`src/hdl/step_seq_pkg.sv`:
```
package step_seq_pkg;

    localparam int          STEP_COUNT       = 8;
    localparam int          STEP_IDX_W       = 3;
    localparam int          DWELL_W          = 16;
    localparam int          WORD_W           = 16;

    // byte addresses: eight program words, eight dwell words, control, status, eight speed words
    localparam logic [7:0]  PROG_BASE        = 8'h00;
    localparam logic [7:0]  DWELL_BASE       = 8'h20;
    localparam logic [7:0]  CTRL_ADDR        = 8'h40;
    localparam logic [7:0]  STATUS_ADDR      = 8'h44;
    localparam logic [7:0]  SPEED_BASE       = 8'h60;
    localparam logic [15:0] PROG_RESET       = 16'h00f1;
    localparam logic [15:0] DWELL_RESET      = 16'h000a;
    localparam logic [15:0] SPEED_RESET      = 16'h0000;

    // dwell tick: 0.1 s at 10 MHz
    localparam int          DWELL_TICK_NS    = 100000000;
    localparam int          CLK_PERIOD_NS    = 100;
    localparam int          TICK_CYCLES      = DWELL_TICK_NS / CLK_PERIOD_NS;

    // digit positions
    localparam int          ACT_LSB          = 12;
    localparam int          TGT_LSB          = 8;
    localparam int          JMP_LSB          = 4;
    localparam int          ADV_LSB          = 0;

    // action digit
    localparam logic [3:0]  ACT_GROUP2_MIN   = 4'h6;
    localparam logic [3:0]  ACT_MAX          = 4'hb;

    // target digit
    localparam logic [3:0]  TGT_STEP_MAX     = 4'h7;
    localparam logic [3:0]  TGT_STOP_RAMP    = 4'h8;
    localparam logic [3:0]  TGT_STOP_COAST   = 4'h9;
    localparam logic [3:0]  TGT_ABORT        = 4'ha;

    // condition digit
    localparam logic [3:0]  COND_SKIP        = 4'h0;
    localparam logic [3:0]  COND_TIMED      = 4'h1;
    localparam logic [3:0]  COND_A_ON        = 4'h2;
    localparam logic [3:0]  COND_B_ON        = 4'h3;
    localparam logic [3:0]  COND_A_OFF       = 4'h4;
    localparam logic [3:0]  COND_B_OFF       = 4'h5;
    localparam logic [3:0]  COND_OR          = 4'h6;
    localparam logic [3:0]  COND_AND         = 4'h7;
    localparam logic [3:0]  COND_NOR         = 4'h8;
    localparam logic [3:0]  COND_A_ONLY      = 4'h9;
    localparam logic [3:0]  COND_B_ONLY      = 4'ha;
    localparam logic [3:0]  COND_T_A_ON      = 4'hb;
    localparam logic [3:0]  COND_T_B_ON      = 4'hc;
    localparam logic [3:0]  COND_T_A_OFF     = 4'hd;
    localparam logic [3:0]  COND_T_B_OFF     = 4'he;
    localparam logic [3:0]  COND_IGNORE      = 4'hf;

    // direction codes
    localparam logic [1:0]  DIR_FWD          = 2'h0;
    localparam logic [1:0]  DIR_REV          = 2'h1;
    localparam logic [1:0]  DIR_NONE         = 2'h2;

    // control / status bits
    localparam int          CTRL_START_BIT   = 0;
    localparam int          CTRL_STOP_BIT    = 1;
    localparam int          CTRL_FCLR_BIT    = 2;

    typedef enum logic [1:0] {
        SEQ_IDLE    = 2'b00,
        SEQ_RUN     = 2'b01,
        SEQ_STOPPED = 2'b11
    } seq_state_type;

endpackage : step_seq_pkg

```
`src/hdl/step_condition.sv`:
```
`timescale 1ns/1ps
`default_nettype none
module step_condition (
    // condition code and inputs
    input  wire logic [3:0] code,
    input  wire logic       dwell_done,
    input  wire logic       in_a,
    input  wire logic       in_b,
    // result
    output logic            met
);
    always_comb begin
        case (code)
            step_seq_pkg::COND_SKIP:    met = 1'b1;
            step_seq_pkg::COND_TIMED:   met = dwell_done;
            step_seq_pkg::COND_A_ON:    met = in_a;
            step_seq_pkg::COND_B_ON:    met = in_b;
            step_seq_pkg::COND_A_OFF:   met = !in_a;
            step_seq_pkg::COND_B_OFF:   met = !in_b;
            step_seq_pkg::COND_OR:      met = in_a | in_b;
            step_seq_pkg::COND_AND:     met = in_a & in_b;
            step_seq_pkg::COND_NOR:     met = !(in_a | in_b);
            step_seq_pkg::COND_A_ONLY:  met = in_a & !in_b;
            step_seq_pkg::COND_B_ONLY:  met = in_b & !in_a;
            step_seq_pkg::COND_T_A_ON:  met = dwell_done & in_a;
            step_seq_pkg::COND_T_B_ON:  met = dwell_done & in_b;
            step_seq_pkg::COND_T_A_OFF: met = dwell_done & !in_a;
            step_seq_pkg::COND_T_B_OFF: met = dwell_done & !in_b;
            default:                    met = 1'b0;
        endcase
    end
endmodule : step_condition
`default_nettype wire

```
`src/hdl/step_sequencer.sv`:
```
// Implementation choices: register access over APB and the register offsets.
`timescale 1ns/1ps
`default_nettype none
module step_sequencer (
    // clock and reset
    input  wire logic        clk,
    input  wire logic        rst_n,
    // apb slave
    input  wire logic        psel,
    input  wire logic        penable,
    input  wire logic        pwrite,
    input  wire logic [7:0]  paddr,
    input  wire logic [31:0] pwdata,
    output logic      [31:0] prdata,
    output logic             pready,
    output logic             pslverr,
    // drive side
    input  wire logic        start_cmd,
    input  wire logic        stop_cmd,
    input  wire logic        drive_fault,
    input  wire logic        logic_input_a,
    input  wire logic        logic_input_b,
    // commands to the drive
    output logic             running,
    output logic [2:0]       step_index,
    output logic [15:0]      preset_speed,
    output logic             ramp_set2,
    output logic             step_output_on,
    output logic [1:0]       direction,
    output logic             stop_ramped,
    output logic             stop_coast,
    output logic             program_abort_fault
);
    localparam int TICK_W = $clog2(step_seq_pkg::TICK_CYCLES);

    // pin synchronisers
    logic [1:0] sync_a_q, sync_b_q, sync_start_q, sync_stop_q, sync_flt_q;
    always_ff @(posedge clk) begin
        if (!rst_n) begin
            sync_a_q     <= 2'h0;
            sync_b_q     <= 2'h0;
            sync_start_q <= 2'h0;
            sync_stop_q  <= 2'h0;
            sync_flt_q   <= 2'h0;
        end else begin
            sync_a_q     <= {sync_a_q[0], logic_input_a};
            sync_b_q     <= {sync_b_q[0], logic_input_b};
            sync_start_q <= {sync_start_q[0], start_cmd};
            sync_stop_q  <= {sync_stop_q[0], stop_cmd};
            sync_flt_q   <= {sync_flt_q[0], drive_fault};
        end
    end
    logic in_a, in_b, start_lvl, stop_lvl, fault_lvl;
    assign in_a      = sync_a_q[1];
    assign in_b      = sync_b_q[1];
    assign start_lvl = sync_start_q[1];
    assign stop_lvl  = sync_stop_q[1];
    assign fault_lvl = sync_flt_q[1];

    logic start_prev_q;
    always_ff @(posedge clk) begin
        if (!rst_n) start_prev_q <= 1'b0;
        else        start_prev_q <= start_lvl;
    end

    // register file
    logic [15:0] prog_q  [step_seq_pkg::STEP_COUNT];
    logic [15:0] dwell_q [step_seq_pkg::STEP_COUNT];
    logic [15:0] speed_q [step_seq_pkg::STEP_COUNT];
    logic        sw_start_q, sw_stop_q, sw_fclr_q;
    logic        wr_en, rd_en;
    assign wr_en = psel & penable & pwrite;
    assign rd_en = psel & penable & !pwrite;

    genvar gi;
    generate
        for (gi = 0; gi < step_seq_pkg::STEP_COUNT; gi++) begin : g_regs
            always_ff @(posedge clk) begin
                if (!rst_n) begin
                    prog_q[gi]  <= step_seq_pkg::PROG_RESET;
                    dwell_q[gi] <= step_seq_pkg::DWELL_RESET;
                    speed_q[gi] <= step_seq_pkg::SPEED_RESET;
                end else if (wr_en) begin
                    if (paddr == step_seq_pkg::PROG_BASE + 8'(4 * gi))
                        prog_q[gi] <= pwdata[15:0];
                    if (paddr == step_seq_pkg::DWELL_BASE + 8'(4 * gi))
                        dwell_q[gi] <= pwdata[15:0];
                    if (paddr == step_seq_pkg::SPEED_BASE + 8'(4 * gi))
                        speed_q[gi] <= pwdata[15:0];
                end
            end
        end
    endgenerate

    // control bits are self-clearing one-cycle pulses
    always_ff @(posedge clk) begin
        if (!rst_n) begin
            sw_start_q <= 1'b0;
            sw_stop_q  <= 1'b0;
            sw_fclr_q  <= 1'b0;
        end else begin
            sw_start_q <= wr_en && paddr == step_seq_pkg::CTRL_ADDR && pwdata[step_seq_pkg::CTRL_START_BIT];
            sw_stop_q  <= wr_en && paddr == step_seq_pkg::CTRL_ADDR && pwdata[step_seq_pkg::CTRL_STOP_BIT];
            sw_fclr_q  <= wr_en && paddr == step_seq_pkg::CTRL_ADDR && pwdata[step_seq_pkg::CTRL_FCLR_BIT];
        end
    end

    // sequencer state
    step_seq_pkg::seq_state_type state_q;
    logic [2:0]        step_q;
    logic [TICK_W-1:0] tick_q;
    logic [15:0]       dwell_cnt_q;
    logic              dwell_done;
    logic              enter_q;

    logic [15:0] word;
    logic [3:0]  act_dig, tgt_dig, jmp_dig, adv_dig;
    assign word    = prog_q[step_q];
    assign act_dig = word[step_seq_pkg::ACT_LSB +: 4];
    assign tgt_dig = word[step_seq_pkg::TGT_LSB +: 4];
    assign jmp_dig = word[step_seq_pkg::JMP_LSB +: 4];
    assign adv_dig = word[step_seq_pkg::ADV_LSB +: 4];

    assign dwell_done = (dwell_cnt_q >= dwell_q[step_q]);

    logic jmp_met, adv_met, jump_go, adv_go;
    step_condition u_jmp_cond (
        .code       (jmp_dig),
        .dwell_done (dwell_done),
        .in_a       (in_a),
        .in_b       (in_b),
        .met        (jmp_met)
    );
    step_condition u_adv_cond (
        .code       (adv_dig),
        .dwell_done (dwell_done),
        .in_a       (in_a),
        .in_b       (in_b),
        .met        (adv_met)
    );
    // entry cycle lets the new step's outputs settle before judging it
    assign jump_go = !enter_q && (jmp_dig != step_seq_pkg::COND_IGNORE) && jmp_met;
    assign adv_go  = !enter_q && (adv_dig != step_seq_pkg::COND_IGNORE) && adv_met;

    logic start_ev, stop_ev;
    assign start_ev = (start_lvl & !start_prev_q) | sw_start_q;
    assign stop_ev  = stop_lvl | sw_stop_q | fault_lvl;

    logic abort_set, ramp_end, coast_end;
    assign ramp_end  = jump_go && tgt_dig == step_seq_pkg::TGT_STOP_RAMP;
    assign coast_end = jump_go && tgt_dig == step_seq_pkg::TGT_STOP_COAST;
    assign abort_set = jump_go && tgt_dig == step_seq_pkg::TGT_ABORT;

    always_ff @(posedge clk) begin
        if (!rst_n) begin
            state_q <= step_seq_pkg::SEQ_IDLE;
            step_q  <= 3'h0;
            enter_q <= 1'b0;
        end else begin
            enter_q <= 1'b0;
            case (state_q)
                step_seq_pkg::SEQ_IDLE, step_seq_pkg::SEQ_STOPPED: begin
                    if (start_ev && !stop_ev && !program_abort_fault) begin
                        state_q <= step_seq_pkg::SEQ_RUN;
                        step_q  <= 3'h0;
                        enter_q <= 1'b1;
                    end
                end
                step_seq_pkg::SEQ_RUN: begin
                    if (stop_ev) begin
                        state_q <= step_seq_pkg::SEQ_STOPPED;
                    end else if (jump_go) begin
                        if (tgt_dig <= step_seq_pkg::TGT_STEP_MAX) begin
                            step_q  <= tgt_dig[2:0];
                            enter_q <= 1'b1;
                        end else begin
                            state_q <= step_seq_pkg::SEQ_STOPPED;
                        end
                    end else if (adv_go) begin
                        step_q  <= step_q + 3'h1;
                        enter_q <= 1'b1;
                    end
                end
                default: state_q <= step_seq_pkg::SEQ_IDLE;
            endcase
        end
    end

    // dwell timing in tenths of a second
    always_ff @(posedge clk) begin
        if (!rst_n || enter_q || state_q != step_seq_pkg::SEQ_RUN) begin
            tick_q      <= '0;
            dwell_cnt_q <= 16'h0;
        end else if (tick_q == TICK_W'(step_seq_pkg::TICK_CYCLES - 1)) begin
            tick_q <= '0;
            if (!dwell_done)
                dwell_cnt_q <= dwell_cnt_q + 16'h1;
        end else begin
            tick_q <= tick_q + TICK_W'(1);
        end
    end

    // drive commands
    logic [3:0] act_in_grp;
    assign act_in_grp = (act_dig >= step_seq_pkg::ACT_GROUP2_MIN) ? act_dig - step_seq_pkg::ACT_GROUP2_MIN
                                                                  : act_dig;
    always_ff @(posedge clk) begin
        if (!rst_n) begin
            running        <= 1'b0;
            step_index     <= 3'h0;
            preset_speed   <= 16'h0;
            ramp_set2      <= 1'b0;
            step_output_on <= 1'b0;
            direction      <= step_seq_pkg::DIR_NONE;
        end else begin
            running        <= state_q == step_seq_pkg::SEQ_RUN;
            step_index     <= step_q;
            preset_speed   <= speed_q[step_q];
            ramp_set2      <= act_dig >= step_seq_pkg::ACT_GROUP2_MIN;
            step_output_on <= act_in_grp >= 4'h3 && act_dig <= step_seq_pkg::ACT_MAX;
            if (state_q != step_seq_pkg::SEQ_RUN || act_dig > step_seq_pkg::ACT_MAX)
                direction <= step_seq_pkg::DIR_NONE;
            else
                case (act_in_grp)
                    4'h0, 4'h3: direction <= step_seq_pkg::DIR_FWD;
                    4'h1, 4'h4: direction <= step_seq_pkg::DIR_REV;
                    default:    direction <= step_seq_pkg::DIR_NONE;
                endcase
        end
    end

    // stop pulses and abort fault; set wins over clear
    always_ff @(posedge clk) begin
        if (!rst_n) begin
            stop_ramped         <= 1'b0;
            stop_coast          <= 1'b0;
            program_abort_fault <= 1'b0;
        end else begin
            stop_ramped <= state_q == step_seq_pkg::SEQ_RUN && !stop_ev && ramp_end;
            stop_coast  <= state_q == step_seq_pkg::SEQ_RUN && !stop_ev && coast_end;
            if (state_q == step_seq_pkg::SEQ_RUN && !stop_ev && abort_set)
                program_abort_fault <= 1'b1;
            else if (sw_fclr_q)
                program_abort_fault <= 1'b0;
        end
    end

    // apb read side, zero wait states
    always_ff @(posedge clk) begin
        if (!rst_n) begin
            prdata  <= 32'h0;
            pready  <= 1'b0;
            pslverr <= 1'b0;
        end else begin
            pready  <= psel & !penable;
            pslverr <= 1'b0;
            if (psel & !penable & !pwrite) begin
                prdata <= 32'h0;
                if (paddr[7:5] == step_seq_pkg::PROG_BASE[7:5])
                    prdata <= {16'h0, prog_q[paddr[4:2]]};
                else if (paddr[7:5] == step_seq_pkg::DWELL_BASE[7:5])
                    prdata <= {16'h0, dwell_q[paddr[4:2]]};
                else if (paddr[7:5] == step_seq_pkg::SPEED_BASE[7:5])
                    prdata <= {16'h0, speed_q[paddr[4:2]]};
                else if (paddr == step_seq_pkg::STATUS_ADDR)
                    prdata <= {24'h0, program_abort_fault, step_q, 2'h0, state_q};
            end
        end
    end

    // checks
    property p_jump_priority;
        @(posedge clk) disable iff (!rst_n)
        (state_q == step_seq_pkg::SEQ_RUN && !stop_ev && jump_go && tgt_dig <= step_seq_pkg::TGT_STEP_MAX)
            |=> step_q == $past(tgt_dig[2:0]);
    endproperty
    a_jump_priority: assert property (p_jump_priority) else $error("jump target not taken");

    property p_wrap;
        @(posedge clk) disable iff (!rst_n)
        (state_q == step_seq_pkg::SEQ_RUN && !stop_ev && !jump_go && adv_go && step_q == 3'h7) |=> step_q == 3'h0;
    endproperty
    a_wrap: assert property (p_wrap) else $error("step 7 did not wrap");

    property p_start;
        @(posedge clk) disable iff (!rst_n)
        (state_q != step_seq_pkg::SEQ_RUN) ##1 (state_q == step_seq_pkg::SEQ_RUN) |-> step_q == 3'h0;
    endproperty
    a_start: assert property (p_start) else $error("run did not begin at step 0");

    property p_stop;
        @(posedge clk) disable iff (!rst_n)
        (state_q == step_seq_pkg::SEQ_RUN && stop_ev) |=> state_q == step_seq_pkg::SEQ_STOPPED ##1 !running;
    endproperty
    a_stop: assert property (p_stop) else $error("stop not honoured");

    property p_abort;
        @(posedge clk) disable iff (!rst_n)
        (state_q == step_seq_pkg::SEQ_RUN && !stop_ev && abort_set) |=> program_abort_fault
            && state_q == step_seq_pkg::SEQ_STOPPED;
    endproperty
    a_abort: assert property (p_abort) else $error("abort fault missing");

    property p_no_jump_f;
        @(posedge clk) disable iff (!rst_n)
        (jmp_dig == step_seq_pkg::COND_IGNORE) |-> !jump_go;
    endproperty
    a_no_jump_f: assert property (p_no_jump_f) else $error("jump taken with digit F");

    property p_dwell_reset;
        @(posedge clk) disable iff (!rst_n)
        enter_q |=> dwell_cnt_q == 16'h0;
    endproperty
    a_dwell_reset: assert property (p_dwell_reset) else $error("dwell not restarted");

    property p_ramp;
        @(posedge clk) disable iff (!rst_n)
        1'b1 |=> ramp_set2 == ($past(act_dig) >= step_seq_pkg::ACT_GROUP2_MIN);
    endproperty
    a_ramp: assert property (p_ramp) else $error("ramp set wrong");

    property p_skip;
        @(posedge clk) disable iff (!rst_n)
        (state_q == step_seq_pkg::SEQ_RUN && !enter_q && !stop_ev && adv_dig == step_seq_pkg::COND_SKIP
            && jmp_dig == step_seq_pkg::COND_IGNORE) |=> step_q == $past(step_q) + 3'h1;
    endproperty
    a_skip: assert property (p_skip) else $error("skip did not advance");

endmodule : step_sequencer
`default_nettype wire

```
`config.mk`:
```
export PLATFORM = sky130hd
export DESIGN_NAME = step_sequencer
export DESIGN_NICKNAME = d
export VERILOG_FILES = /design/src/hdl/step_seq_pkg.sv /design/src/hdl/step_condition.sv /design/src/hdl/step_sequencer.sv
export SDC_FILE = /design/constraint.sdc
export NUM_CORES = 1
export LEC_CHECK = 0
export ABC_CLOCK_PERIOD_IN_PS = 5280
export BUFFER_PORTS_ARGS = -buffer_cell sky130_fd_sc_hd__buf_4
export CORE_MARGIN = 2
export CORE_UTILIZATION = 50
export CTS_CLUSTER_DIAMETER = 150
export DETAILED_ROUTE_END_ITERATION = 16
export HOLD_SLACK_MARGIN = 0.02
export PLACE_DENSITY = 0.66
export SYNTH_ARGS = -nofsm -noshare
export SYNTH_HDL_FRONTEND = slang
export SYNTH_SLANG_ARGS = --single-unit
```
`constraint.sdc`:
```
create_clock -name clk -period 5.28 [get_ports clk]
set_input_delay 0.264 -clock clk [delete_from_list [all_inputs] [get_ports clk]]
set_output_delay 0.264 -clock clk [all_outputs]
set_load 0.05 [all_outputs]
```
==> metrics.cfg <==
[logic_synthesis]
syn_area_sq_um=24800
synth_fa_ha_area_frac=0.0115
synthXorXnorAreaFrac=0.0113
synth_compound_area_frac=0.0444
synth-edff-count=384
synthArstFlopShare=0
syn_area_per_cell_sq_um=13.5
ys_ff_latch=487
synthSimpleGateAreaFrac=0.145
synth_top_family_by_area=multiplexers
synthMuxAreaShare=0.206
yosysUniqueCellTypes=67
synthCells=1831
yosysSeqAreaShare=0.548
synth_flop_cell=edfxtp_1
synth_warnings=0

[setup_path]
crit_path_end_kind=flop
worst-path-max-fanout=24
crit_cells=14
cp.buffers_inverters=2
crit_type=flop to flop
reg2reg_depth=14
cp_top_family=compound AO/OA/AOI/OAI gates
worst-r2r-setup-slack_ps=710
slowest_delay_ps=710
cp.arrival_ps=5010
cp.required_ps=5720
cp_cell_sequence=buf_4, mux4_2, mux2i_1, ha_1, nand4_1, nor4_1, a311oi_1, buf_4, nand2_1, nand4_1, a31oi_4, mux2i_1, a21oi_1, o211ai_1
start_kind=flop
critPathSlowestCell=dfxtp_4

[layout]
syn_to_final_growth_pct=11.7
fillers=3892
final_common_cell=edfxtp_1
multi_input_area_sq_um=10400
layout-drive-gt1-share=0.226
fin_nets=1938
seq_area_sq_um=13600
layout_common_cells=edfxtp_1, and2_1, mux4_2

[place]
place.gp.congestion=0.962
dp_hpwl_mm=45.0
io_buffers=77

[floorplanning]
die_x_microns=227
start_util=0.507
coreArea_sq_um=49000
dieArea_sq_um=51400
die_h_microns=227
io_pins=111
std_cell_rows=81

[timing]
fin_tns_setup_ps=0
hold_ws_ps=160
drv_slew=0
max_freq_mhz=219
post-route-period-util=0.866
period_minus_slack_ps=4570
finalHoldViolCount=0
rsz0062_at_grt=false
finalSetupViolations=0
finClkSkew_ps=33.1
tightest_slew_ps=1260
maxSlewHeadroom=0.156

[worst_hold_path]
whs_path_depth=2
whs_endpoint=speed_q[7][13]$_SDFFCE_PN0P_
min_from=pwdata[13]
hp-class=input port to flop

[global_routing]
grt_pass1_vias=16000
grt_max_degree=82
grt_pass1_wl_mm=102
grt.overflow.total=0
grt.total_usage=0.274
antenna_found_initial=2

[pwr]
power_density_nw_per_um2=321
swShare=0.247
switchingPower_w=0.00220
total_power_w=0.00891
ir_drop_uv=227
leakage_nw=9.22
intPower_w=0.00671
share_comb_of_total_power=0.104
clkPwrFrac=0.402
p_seq_frac=0.495

[clock_network]
cts-buffers-inserted=52
cts_tree=built
path_clk_slew_ps=60
clockBufferDepth=3
clk_latency_ps=620
htreeDepth=2
cts-root-buf=clkbuf_16
clock_sinks=487

[routing]
finalWirelength_mm=69.0
firstDrtPassIters=5
ant_nets=0
drc=0
drt_iter0_markers=1751
vias=16100
viasPerCell=6.26
wl_per_cell_microns=26.8

[job]
maxCapViolCount=0

[outcome]
outcome=complete, no violations

-- metal layers --
layer	global-route usage	vias to the layer above	share of wire
met3	0.0505	122	0.091
met5	0	-	0
met4	0.0925	0	0.030
met2	0.440	814	0.48
met1	0.377	8180	0.40
li1	-	6979	-
-- cells by family (layout without fill, tap and decap cells) --
logic type / after synthesis / in the layout
compound gates: 167 / 167
xor+xnor: 32 / 32
fa+ha+maj: 23 / 23
buf+inv: 200 / 261
flops: 487 / 487
mux: 265 / 265
other cells: 1 / 18
simple gates: 656 / 656
-- worst max path at each step --
stage / start / to / slack, ps
final: flop / flop / 710
after global routing: flop / flop / 500
after CTS: flop / flop / 800
after detailed placement: flop / flop / 840
after global placement: flop / flop / 810
after floorplan: flop / dwell_cnt_q[13]$_SDFFE_PP0P_ / 630
-- flip-flops by register name (all words and copies together) (netlist names), 2 cells and up, named ones only --
register / flops
sync_start_q: 2
prdata: 16
state_q: 2
preset_speed: 16
direction: 2
sync_b_q: 2
dwell_q: 128
step_q: 3
tick_q: 20
sync_flt_q: 2
prog_q: 128
sync_a_q: 2
speed_q: 128
step_index: 3
dwell_cnt_q: 16
sync_stop_q: 2
-- worst reg2reg max path, cell delays in order (launching register included) --
cell and delay, ps:
dfxtp_4 710, buf_4 310, mux4_2 520, mux2i_1 230
ha_1 170, nand4_1 160, nor4_1 370, a311oi_1 140
buf_4 190, nand2_1 80, nand4_1 140, a31oi_4 340
mux2i_1 370, a21oi_1 200, o211ai_1 480
-- layout make-up --
| type | count | area share |
|---|---|---|
| Timing Repair Buffer | 138 | 0.0395 |
| Multi-Input combinational cell | 1160 | 0.377 |
| Clock inverter | 31 | 0.00885 |
| Antenna cell | 1 | 0.0000903 |
| Tap cell | 664 | 0.0300 |
| Inverter | 27 | 0.00366 |
| Clock buffer | 65 | 0.0502 |
| Sequential cell | 487 | 0.491 |
-- what timing repair did --
action,CTS,global route
endpoints found under the hold margin,6,0
hold buffers,7,0
buffers inserted,0,0
gates resized for setup,0,0
-- cell usage after synthesis, types with 3 or more instances --
library cell / count / area [sq um]
inv_1: 24 / 90.1
nor3b_1: 3 / 22.5
buf_2: 10 / 50.1
o21ai_0: 58 / 290
nand2_1: 71 / 267
clkinv_1: 3 / 11.3
xor2_1: 18 / 158
ha_1: 22 / 275
xnor2_1: 14 / 123
nor2_1: 101 / 379
nand2b_1: 7 / 43.8
mux2i_1: 53 / 531
a21oi_1: 26 / 130
nor2b_1: 9 / 56.3
or3_1: 51 / 319
buf_1: 20 / 75.1
o22ai_1: 6 / 37.5
edfxtp_1: 384 / 11500
nor4_1: 4 / 25.0
and2_1: 286 / 1790
a31oi_1: 15 / 93.8
dfxtp_1: 103 / 2060
o211ai_1: 4 / 30.0
or2_2: 3 / 18.8
a221oi_1: 17 / 149
nor3_1: 65 / 325
a22oi_1: 6 / 45.0
nand3_1: 24 / 120
mux2_2: 16 / 180
mux4_2: 192 / 4320
nand4_1: 16 / 100
a22o_1: 12 / 105
clkbuf_1: 124 / 465
buf_4: 17 / 128
and3_1: 8 / 50.1
-- power groups by stage --
stage / Clock, W / Combinational (W) / Sequential, W
floorplan: 0 / 0.000558 / 0.00452
global placement: 0 / 0.000897 / 0.00447
detailed placement: 0 / 0.000909 / 0.00449
CTS: 0.00362 / 0.000916 / 0.00441
global route: 0.00376 / 0.000967 / 0.00443
finish: 0.00358 / 0.000922 / 0.00441
-- per-stage QoR --
stage	area, sq um	util	setup WS, ps	std cells
4_1_cts	27700	0.566	799	2572
3_5_place_dp	26000	0.531	836	2469
2_1_floorplan	24900	-	632	1847
6_report	27700	0.566	709	2573
5_1_grt	27700	0.566	497	2572
3_3_place_gp	26000	0.531	810	2469
No activity file was read; power rests on OpenSTA's default activity.
